[src/gtc_pkg.sv]
package gtc_pkg;

    // register byte offsets on the 32-bit bus
    localparam logic [11:0] CTRL_OFFSET       = 12'h000;
    localparam logic [11:0] COUNT_PAIR_OFFSET = 12'h004;
    localparam logic [11:0] STATUS_OFFSET     = 12'h008;
    localparam logic [11:0] COUNT_LOW_OFFSET  = 12'h00C;
    localparam logic [11:0] COUNT_HIGH_OFFSET = 12'h010;

    // control word field positions
    localparam int CTRL_SOURCE_LSB   = 0;
    localparam int CTRL_PRESCALE_LSB = 3;
    localparam int CTRL_OSC_EN_BIT   = 5;
    localparam int CTRL_BYPASS_BIT   = 6;
    localparam int CTRL_POLARITY_BIT = 7;
    localparam int CTRL_GATE_EN_BIT  = 8;
    localparam int CTRL_ON_BIT       = 9;
    localparam int CTRL_WIDTH        = 10;

    // status word field positions
    localparam int STAT_ROLLOVER_BIT  = 0;
    localparam int STAT_OSC_READY_BIT = 1;
    localparam int STAT_GATE_BIT      = 2;
    localparam int STAT_ARMED_BIT     = 3;

    // reset values and terminal values
    localparam logic [15:0] COUNT_RESET    = 16'h0000;
    localparam logic [15:0] COUNT_MAX      = 16'hFFFF;
    localparam logic [2:0]  PRESCALE_RESET = 3'h0;
    localparam logic [1:0]  PHASE_RESET    = 2'h0;
    localparam logic [1:0]  PHASE_LAST     = 2'h3;
    localparam logic [31:0] READ_ZERO      = 32'h0000_0000;

    // clock source select codes
    localparam logic [2:0] SRC_INSTR    = 3'h0;
    localparam logic [2:0] SRC_FOSC     = 3'h1;
    localparam logic [2:0] SRC_PIN      = 3'h2;
    localparam logic [2:0] SRC_SLOW_OSC = 3'h3;
    localparam logic [2:0] SRC_AUX0     = 3'h4;

    typedef struct packed {
        logic       on;
        logic       gateEnable;
        logic       gatePolarity;
        logic       syncBypass;
        logic       secondaryOscEnable;
        logic [1:0] prescaleRatio;
        logic [2:0] clockSource;
    } gtc_ctrl_type;

    localparam gtc_ctrl_type CTRL_RESET = '0;

    typedef struct packed {
        logic extClockPin;
        logic slowCrystalOsc;
        logic [3:0] auxClock;
    } gtc_clk_in_type;

endpackage

[src/gtc_timer_core.sv]
// The implementer's own choices: the APB register port and the register addresses.
`timescale 1ns/1ps
// Function
// - every odd timer instance gets one identical copy of this module.
// - sixteen-bit up-counter; software count writes replace the value at once.
// - instruction-cycle source counts once per instruction cycle, after the prescaler.
// - external sources count on each selected edge, as timer or counter.
// - off when on is 0; free when gate enable 0; else gated.
// - a multi-bit select picks sync or async counting clock sources.
// - undivided oscillator source advances four counts per instruction cycle.
// - counter mode needs a falling edge before first rising edge counts.
// - pin source counts rising edges, synchronized or unsynchronized.
// - selected clock divided by 1, 2, 4 or 8 from two-bit field.
// - prescale counter hidden from software, cleared by any count write.
// - synchronizer stops in sleep; only unsynchronized paths count then.
// - shared slow crystal oscillator selectable as source, runs in sleep.
// - sync bypass set: input not synchronized, counts asynchronously.
// - count rolls FFFF to 0000 and sets the rollover flag.
// - gated mode counts only while gate level equals polarity setting.
module gtc_timer_core #(
    parameter int ADDR_WIDTH = 12
) (
    // clock and reset
    input  wire logic                    clk,
    input  wire logic                    rst,
    // apb slave
    input  wire logic                    psel,
    input  wire logic                    penable,
    input  wire logic                    pwrite,
    input  wire logic [ADDR_WIDTH-1:0]   paddr,
    input  wire logic [31:0]             pwdata,
    input  wire logic [3:0]              pstrb,
    output logic [31:0]                  prdata,
    output logic                         pready,
    output logic                         pslverr,
    // counting clock sources and gate
    input  wire gtc_pkg::gtc_clk_in_type clkIn,
    input  wire logic                    slowOscReady,
    input  wire logic                    gateSignal,
    input  wire logic                    sleepMode,
    // block outputs
    output logic [15:0]                  countValue,
    output logic                         rolloverFlag,
    output logic                         rolloverPulse,
    output logic                         secondaryOscEnable
);
    import gtc_pkg::*;

    gtc_ctrl_type ctrl;
    logic [15:0]  countPair;
    logic [2:0]   prescaleCount;
    logic [1:0]   instrPhase;
    logic         syncStage1;
    logic         syncStage2;
    logic         prevLevel;
    logic         armed;
    logic         rollover;
    logic         rollPulse;
    logic [31:0]  readData;
    logic         readErr;

    // prescaler terminal mask for 1, 2, 4 or 8
    function automatic logic [2:0] prescaleMask(input logic [1:0] ratio);
        logic [2:0] mask;
        mask = 3'h0;
        case (ratio)
            2'h0: mask = 3'h0;
            2'h1: mask = 3'h1;
            2'h2: mask = 3'h3;
            default: mask = 3'h7;
        endcase
        return mask;
    endfunction

    // level of the selected edge-type source
    function automatic logic sourceLevel(input logic [2:0] src, input gtc_clk_in_type ins);
        logic lvl;
        lvl = 1'b0;
        case (src)
            SRC_PIN:      lvl = ins.extClockPin;
            SRC_SLOW_OSC: lvl = ins.slowCrystalOsc;
            default:      lvl = ins.auxClock[src[1:0]];
        endcase
        return lvl;
    endfunction

    // bus decode
    wire setupPhase = psel & ~penable;
    wire accessPhase = psel & penable;
    wire busWrite = accessPhase & pwrite;
    wire [11:0] regAddr = 12'(paddr);
    wire hitCtrl = (regAddr == CTRL_OFFSET);
    wire hitPair = (regAddr == COUNT_PAIR_OFFSET);
    wire hitStatus = (regAddr == STATUS_OFFSET);
    wire hitLow = (regAddr == COUNT_LOW_OFFSET);
    wire hitHigh = (regAddr == COUNT_HIGH_OFFSET);
    wire hitAny = hitCtrl | hitPair | hitStatus | hitLow | hitHigh;

    wire wrCtrlLow = busWrite & hitCtrl & pstrb[0];
    wire wrCtrlHigh = busWrite & hitCtrl & pstrb[1];
    wire wrLowByte = busWrite & ((hitPair & pstrb[0]) | (hitLow & pstrb[0]));
    wire wrHighByte = busWrite & ((hitPair & pstrb[1]) | (hitHigh & pstrb[0]));
    wire [7:0] highByteData = hitHigh ? pwdata[7:0] : pwdata[15:8];
    wire countWrite = wrLowByte | wrHighByte;
    wire clearRoll = busWrite & hitStatus & pstrb[0] & pwdata[STAT_ROLLOVER_BIT];

    // source classification
    wire [2:0] src = ctrl.clockSource;
    wire internalSrc = (src == SRC_INSTR) | (src == SRC_FOSC);
    wire rawLevel = sourceLevel(src, clkIn);

    // bypass feeds raw level straight to the edge detector
    wire curLevel = ctrl.syncBypass ? rawLevel : syncStage2;
    wire riseEdge = curLevel & ~prevLevel;
    wire fallEdge = ~curLevel & prevLevel;

    // synchronized paths are frozen while asleep
    wire syncBlocked = sleepMode & ~ctrl.syncBypass;
    wire extActive = ~internalSrc & ~syncBlocked;

    // internal tick: fosc every clock (four per instruction), else once on the last phase
    wire instrTick = (instrPhase == PHASE_LAST);
    wire internalTick = (src == SRC_FOSC) ? 1'b1 : instrTick;

    // rising edge counts only once armed by a falling edge
    wire extTick = extActive & riseEdge & armed;
    wire srcPulse = internalSrc ? (internalTick & ~sleepMode) : extTick;

    // enable truth: off, free running, or gated by polarity
    wire gateOpen = (gateSignal == ctrl.gatePolarity);
    wire countEnable = ctrl.on & (~ctrl.gateEnable | gateOpen);

    // prescaler terminal count
    wire [2:0] mask = prescaleMask(ctrl.prescaleRatio);
    wire prescaleDone = ((prescaleCount & mask) == mask);
    wire advance = srcPulse & countEnable;
    wire countStep = advance & prescaleDone;
    wire wrapNow = countStep & (countPair == COUNT_MAX);

    wire [2:0] next_prescaleCount = prescaleDone ? PRESCALE_RESET : prescaleCount + 3'h1;
    wire [15:0] next_countPair = countPair + 16'h0001;

    // read mux, unused bits read as zero
    wire [31:0] ctrlWord = {{(32 - CTRL_WIDTH){1'b0}}, ctrl};
    wire [31:0] statusWord = {28'h0000000, armed, gateSignal, slowOscReady, rollover};
    assign readData = hitCtrl   ? ctrlWord :
                      hitPair   ? {16'h0000, countPair} :
                      hitStatus ? statusWord :
                      hitLow    ? {24'h000000, countPair[7:0]} :
                      hitHigh   ? {24'h000000, countPair[15:8]} : READ_ZERO;
    assign readErr = ~hitAny;

    // zero-wait slave
    assign pready = 1'b1;

    // control register, byte lane writes
    always_ff @(posedge clk or posedge rst) begin
        if (rst) begin
            ctrl <= CTRL_RESET;
        end else begin
            if (wrCtrlLow) begin
                ctrl.clockSource <= pwdata[CTRL_SOURCE_LSB +: 3];
                ctrl.prescaleRatio <= pwdata[CTRL_PRESCALE_LSB +: 2];
                ctrl.secondaryOscEnable <= pwdata[CTRL_OSC_EN_BIT];
                ctrl.syncBypass <= pwdata[CTRL_BYPASS_BIT];
                ctrl.gatePolarity <= pwdata[CTRL_POLARITY_BIT];
            end
            if (wrCtrlHigh) begin
                ctrl.gateEnable <= pwdata[CTRL_GATE_EN_BIT];
                ctrl.on <= pwdata[CTRL_ON_BIT];
            end
        end
    end

    // instruction phase, divides clk by four
    always_ff @(posedge clk or posedge rst) begin
        if (rst) begin
            instrPhase <= PHASE_RESET;
        end else begin
            instrPhase <= instrPhase + 2'h1;
        end
    end

    // two-stage synchronizer, first stage read only by the second
    always_ff @(posedge clk or posedge rst) begin
        if (rst) begin
            syncStage1 <= 1'b0;
            syncStage2 <= 1'b0;
        end else if (!syncBlocked) begin
            syncStage1 <= rawLevel;
            syncStage2 <= syncStage1;
        end
    end

    // edge history; switching sync mode may skip or add one increment
    always_ff @(posedge clk or posedge rst) begin
        if (rst) begin
            prevLevel <= 1'b0;
        end else if (!syncBlocked) begin
            prevLevel <= curLevel;
        end
    end

    // falling-edge arming, dropped on disable or count write
    always_ff @(posedge clk or posedge rst) begin
        if (rst) begin
            armed <= 1'b0;
        end else if (!ctrl.on || countWrite) begin
            armed <= 1'b0;
        end else if (extActive && fallEdge) begin
            armed <= 1'b1;
        end
    end

    // prescale counter, not visible on the bus
    always_ff @(posedge clk or posedge rst) begin
        if (rst) begin
            prescaleCount <= PRESCALE_RESET;
        end else if (countWrite) begin
            prescaleCount <= PRESCALE_RESET;
        end else if (advance) begin
            prescaleCount <= next_prescaleCount;
        end
    end

    // one self-contained copy per odd timer instance
    // software write wins over a same-cycle increment
    always_ff @(posedge clk or posedge rst) begin
        if (rst) begin
            countPair <= COUNT_RESET;
        end else if (countWrite) begin
            if (wrLowByte) begin
                countPair[7:0] <= pwdata[7:0];
            end
            if (wrHighByte) begin
                countPair[15:8] <= highByteData;
            end
        end else if (countStep) begin
            countPair <= next_countPair;
        end
    end

    // rollover flag, set beats a same-cycle clear
    always_ff @(posedge clk or posedge rst) begin
        if (rst) begin
            rollover <= 1'b0;
            rollPulse <= 1'b0;
        end else begin
            rollPulse <= wrapNow;
            if (wrapNow) begin
                rollover <= 1'b1;
            end else if (clearRoll) begin
                rollover <= 1'b0;
            end
        end
    end

    // read data captured in setup so the access cycle answers at once
    always_ff @(posedge clk or posedge rst) begin
        if (rst) begin
            prdata <= READ_ZERO;
            pslverr <= 1'b0;
        end else if (setupPhase) begin
            prdata <= pwrite ? READ_ZERO : readData;
            pslverr <= readErr;
        end
    end

    // oscillator enable leaves the block; ready is polled by software
    assign secondaryOscEnable = ctrl.secondaryOscEnable;
    assign countValue = countPair;
    assign rolloverFlag = rollover;
    assign rolloverPulse = rollPulse;

endmodule

[config.mk]
export PLATFORM = sky130hd
export DESIGN_NAME = gtc_timer_core
export DESIGN_NICKNAME = d
export VERILOG_FILES = /design/src/gtc_pkg.sv /design/src/gtc_timer_core.sv
export SDC_FILE = /design/constraint.sdc
export NUM_CORES = 1
export LEC_CHECK = 0
export BUFFER_PORTS_ARGS = -buffer_cell sky130_fd_sc_hd__buf_2
export CAP_MARGIN = 30
export CORE_ASPECT_RATIO = 0.7
export CORE_MARGIN = 4
export CORE_UTILIZATION = 45
export CTS_CLUSTER_DIAMETER = 200
export DETAILED_ROUTE_END_ITERATION = 7
export PLACE_DENSITY = 0.76
export RECOVER_POWER = 25
export SLEW_MARGIN = 20
export SYNTH_ARGS = -nofsm -noshare
export SYNTH_HDL_FRONTEND = slang
export SYNTH_SLANG_ARGS = --single-unit
[constraint.sdc]
create_clock -name clk -period 1.9 [get_ports clk]
set_input_delay 0.095 -clock clk [delete_from_list [all_inputs] [get_ports clk]]
set_output_delay 0.095 -clock clk [all_outputs]
set_load 0.1 [all_outputs]
Yosys cells after proc, flatten, opt, wreduce, memory -nomap -nowiden
Cells that the tools add are included.
- add/sub/neg operators: 3
- $lt $le $gt $ge: 1
- eq/ne operators: 15
- muxes and demuxes: 25
- bitwise gates (word level): 45
- reductions and logical operators: 12
- operators by type and width (operator ; count):
    2-to-1 mux 16 bit ; 5
    2-to-1 mux 8 bit ; 6
    bitwise AND 1 bit ; 26
    == test 12 x 4 -> 1 bit, second input constant ; 2
    adder 16 x 1 -> 16 bit, second input constant ; 1
    == test 16 bit, second input constant ; 1
    == test 12 x 3 -> 1 bit, second input constant ; 1
    == test 12 x 5 -> 1 bit, second input constant ; 1
    logical NOT 12 bit ; 1
    2-to-1 mux 3 bit ; 3
    NOT 1 bit ; 9
    bitwise OR 1 bit ; 9
    one-hot mux 3 bit (3 select lines) ; 1
    2-to-1 mux 1 bit ; 8
    nonzero test 2 bit ; 4
    == test 3 x 2 -> 1 bit, second input constant ; 2
    == test 2 bit, second input constant ; 2
    != test 2 bit, second input constant ; 2
    AND reduction 2 bit ; 2
    adder 3 x 1 -> 3 bit, second input constant ; 1
    bitwise AND 3 bit ; 1
    == test 3 x 1 -> 1 bit, second input constant ; 1
    == test 3 bit ; 1
    logical NOT 3 bit ; 1
    other kinds (10) ; 10
- flip-flop bits (word level): 70
- output and inout port bits: 53

Longest topological paths before layout
- word-level depth: 12
- depth in mapped cells: 9

Least setup slack after synthesis
No wires, ideal clock.
- kind: register to register
- from: register countPair[0], in the netlist countValue[0]
- to: register countPair[14], in the netlist countValue[14]
- setup time: 0.096 ns
- arrival time: 2.271 ns
- data required time: 1.804 ns
- setup slack: -0.467 ns
- cell stages (with the launch flop): 8
- buffers on the path: 0
- clock period less this slack: 2.367 ns
- path through: dfrtp_1 ha_1 nand2_1 nor2_1 nand3_1 nor2_1 nor3b_1 nor4_2
- longest elaborated chain between the ends: 3
- RTL lines (element ; line ; RTL):
    start: declaration ; gtc_timer_core.sv:50 ; logic [15:0] countPair;
    start signal: assignment ; gtc_timer_core.sv:233 ; countPair[7:0] <= pwdata[7:0];
    start signal: assignment ; gtc_timer_core.sv:239 ; countPair <= next_countPair;
    adder 16 x 1 -> 16 bit ; gtc_timer_core.sv:141 ; wire [15:0] next_countPair = countPair + 16'h0001;
    2-to-1 mux 16 bit ; gtc_timer_core.sv:238 ; end else if (countStep) begin
    2-to-1 mux 16 bit ; gtc_timer_core.sv:231 ; end else if (countWrite) begin
Every way passes these cells. The select of a mux whose other input is x is not followed.
A chain may end at the register's enable or synchronous reset.

Final worst setup path
- from: register prevLevel
- to: register countPair[10], in the netlist countValue[10]
- longest elaborated chain between the ends: 9
- RTL lines (element ; line ; RTL):
    start: declaration ; gtc_timer_core.sv:55 ; logic prevLevel;
    start signal: assignment ; gtc_timer_core.sv:200 ; prevLevel <= curLevel;
    NOT 1 bit ; gtc_timer_core.sv:114 ; wire riseEdge = curLevel & ~prevLevel;
    bitwise AND 1 bit ; gtc_timer_core.sv:114 ;
    bitwise AND 1 bit (2 in series) ; gtc_timer_core.sv:126 ; wire extTick = extActive & riseEdge & armed;
    2-to-1 mux 1 bit ; gtc_timer_core.sv:127 ; wire srcPulse = internalSrc ? (internalTick & ~sleepMode) : extTick;
    bitwise AND 1 bit ; gtc_timer_core.sv:136 ; wire advance = srcPulse & countEnable;
    bitwise AND 1 bit ; gtc_timer_core.sv:137 ; wire countStep = advance & prescaleDone;
    nonzero test 2 bit (no source line) ; -- ;
    AND reduction 2 bit (no source line) ; -- ;
    end signal: assignment ; gtc_timer_core.sv:236 ; countPair[15:8] <= highByteData;
    end signal: assignment ; gtc_timer_core.sv:239 ;
Every way passes these cells.

==> impl_metrics.py <==
metrics = {
    "power_and_ir_drop": {
        "switching_share": 0.296,
        "p_int_w": 0.00153,
        "p_per_area_nw_per_um2": 515,
        "power_switching_w": 0.000645,
        "p_seq_frac": 0.536,
        "power_w": 0.00218,
        "p_leak_nw": 2.00,
        "pwr-share-comb": 0.161,
        "ir_drop_mv": 0.294,
        "pwr-share-clk": 0.304,
    },
    "worst_setup_path": {
        "path_max_fanout": 3,
        "critPathLaunchType": "register",
        "critPathArrivalTime_ns": 2.14,
        "crit_required_ns": 2.09,
        "cp-end-kind": "register",
        "critPathKind": "register to register",
    },
    "floorplanning": {
        "core_region_area_sq_um": 6880,
        "num_rows": 25,
        "start_util": 0.473,
        "die_width_um": 110,
        "die_h_um": 79.2,
        "ios": 115,
        "dieArea_sq_um": 8680,
    },
    "clock_tree": {
        "cts-htree-levels": 2,
        "cts_root_buf": "clkbuf_8",
        "cts_tree": "done",
        "clk_pin_slew_ns": 0.09,
        "clock_latency_ns": 0.31,
        "clock_path_buffers": 2,
        "cts_made_buffers": 5,
        "clock_sinks": 54,
    },
    "route": {
        "dr.first_iter.drc_count": 343,
        "drtAntennaViolNets": 0,
        "drc_errors": 0,
        "routed_via_density": 5.87,
        "vias": 3258,
        "first_pass_iters": 6,
        "wirelength_um": 9870,
        "wl_per_cell_um": 17.8,
    },
    "logic_synthesis": {
        "synth_edf_count": 0,
        "synth_most_common_cell": "dfrtp_1",
        "yosysUniqueCellTypes": 62,
        "yosys-top-cells-count": "54 x dfrtp_1, 40 x nand2_1, 24 x nor2_1, 24 x o21ai_0, 20 x buf_4",
        "synth.area.top_cells": "dfrtp_1 42%, buf_4 4.6%, nand2_1 4.6%",
        "yosysWarnings": 0,
        "syn_area_per_cell_sq_um": 9.55,
        "synth-main-ff-cell": "dfrtp_1",
        "synth-async-reset-ratio": 1.00,
        "yosys_register_bits": 54,
        "synth.top_cell.area_share": 0.415,
        "yosys.area.top_type": "dfrtp_1",
        "ys_seq_area_frac": 0.415,
        "synthCells": 341,
        "syn_area_sq_um": 3260,
    },
    "grt": {
        "track_usage": 0.222,
        "grt_pass1_vias": 3017,
        "grt-ovfl-total": 0,
        "grt_pass1_wl_um": 15000,
        "antenna_found_initial": 0,
        "grt_max_degree": 55,
    },
    "layout": {
        "synthToLayoutAreaGrowth_pct": 29.8,
        "diodes": 0,
        "final_util": 0.614,
        "drive_gt1_frac": 0.406,
        "fin_area_sq_um": 4230,
        "finalNetCount": 525,
    },
    "sta": {
        "period_share": 1.02,
        "rsz0062_at_grt": "true",
        "setup_viol_count_final": 5,
        "tns_ns": -0.123,
        "worst_pin_slew_ns": 1.32,
        "slew_violations": 0,
        "setup_slack_ns": -0.0470,
        "fin_skew_ns": 0.00889,
        "max_freq_ghz": 0.514,
        "layout_min_cycle_time_ns": 1.95,
        "hold_violations": 0,
        "relSlewSlack": 0.118,
    },
    "placement": {
        "port_buffers": 79,
        "place.gp.congestion": 0.916,
        "placed_area_sq_um": 4050,
        "hpwl_um": 7530,
    },
    "min_path": {
        "min_path_type": "input port to register",
    },
    "status": {
        "outcome": "finished with violations",
        "violations": "setup timing",
    },
    "job": {
        "drv_cap": 0,
    },
}
==> worst paths after layout <==
path | startpoint | to | slack [ns] | cells past startpoint
worst max register to register | prevLevel | countValue[10] | -0.05 | 6
min in group asynchronous | rst | prdata[3] | 0.77 | 4
worst min register to register | instrPhase[0] | instrPhase[0] | 0.44 | 1
worst min-delay path | pwrite | prdata[3] | 0.04 | 2
max in group asynchronous | rst | countValue[6] | 0.25 | 4
worst max-delay path | prevLevel | countValue[10] | -0.05 | 6
==> metal layers <==
metal | vias up | part of all wire | global-route usage
met1 | 1568 | 0.42 | 0.314
li1 | 1482 | - | -
met2 | 193 | 0.45 | 0.339
met3 | 15 | 0.11 | 0.0504
met4 | 0 | 0.014 | 0.0672
met5 | - | 0 | 0
==> critical path, cell delays in order, from the launching register on <==
cell      delay (ns)
dfrtp_1         0.40
nand2b_4        0.15
nor4_4          0.27
o21ai_2         0.13
a21o_1          0.20
or3_4           0.40
o221a_2         0.28
==> cell usage in the layout, fill, tap and decap left out, types with 3 or more instances in the layout <==
cell type	n
nand3_1	14
nor4_2	3
o21ai_1	3
mux2i_1	4
and3_1	7
nor3_1	5
a22o_1	10
a222oi_1	4
o21ai_0	21
nor3_2	4
dfrtp_1	42
inv_1	13
buf_12	3
a22oi_1	4
dfrtp_2	12
nor2b_1	3
nor4_4	4
conb_1	17
buf_4	41
clkbuf_8	6
a21oi_1	8
buf_2	79
nand2b_1	4
a21o_1	3
mux2_2	8
nor2_1	23
nand4_1	3
a221o_1	3
a221oi_1	4
a211oi_1	5
nand2_1	40
o22ai_1	6
==> cell families after synthesis <==
kind of cell,Yosys count,synth area share
adders and majority gates,3,0.0115
muxes,15,0.0500
xor gates and xnor gates,1,0.00269
and+or+nand+nor,129,0.219
other,2,0.00231
DFF,54,0.415
AOI/OAI and AO/OA,95,0.222
buffers and inverters,42,0.0772
==> repair_timing <==
item                                    in CTS  in global routing
hold buffers                                 1                  0
setup buffers                                1                  0
endpoints found under the setup margin      15                 18
gates resized for setup                     10                  7
pin swaps                                    1                  3
endpoints found under the hold margin       54                  0
==> state kept, by name, summed over array words and instances (netlist names) <==
name                count
secondaryOscEnable      1
src                     3
pslverr                 1
countValue             16
prdata                 16
rolloverPulse           1
prescaleCount           3
rolloverFlag            1
ctrl                    6
syncStage2              1
prevLevel               1
syncStage1              1
armed                   1
instrPhase              2
==> area by class of cell <==
class | instances | area [sq um]
clock buffer | 7 | 86.3
clock inverter | 1 | 5.00
fill | 599 | 2660
inverter | 13 | 48.8
multi-input combinational | 260 | 1810
sequential | 54 | 1370
tap | 94 | 118
timing repair buffer | 126 | 790
==> power by group through the flow <==
| stage | sequential (W) | clock [W] | combinational, W |
|---|---|---|---|
| detailed placement | 0.00119 | 0 | 0.000347 |
| floorplan | 0.00121 | 0 | 0.000244 |
| CTS | 0.00117 | 0.000671 | 0.000353 |
| finish | 0.00117 | 0.000661 | 0.000349 |
| global route | 0.00117 | 0.000723 | 0.000372 |
| global placement | 0.00119 | 0 | 0.000343 |
==> stage by stage <==
step / cells / hold WS [ns] / worst slack [ns]
global placement: 545 / 0.163 / -0.0836
finish: 555 / 0.0431 / -0.0470
CTS: 555 / 0.0421 / -0.0116
global route: 555 / 0.0430 / -0.122
floorplan: 356 / 0.196 / -0.0380
detailed placement: 545 / 0.163 / -0.121
No activity file was read; power rests on OpenSTA's default activity.
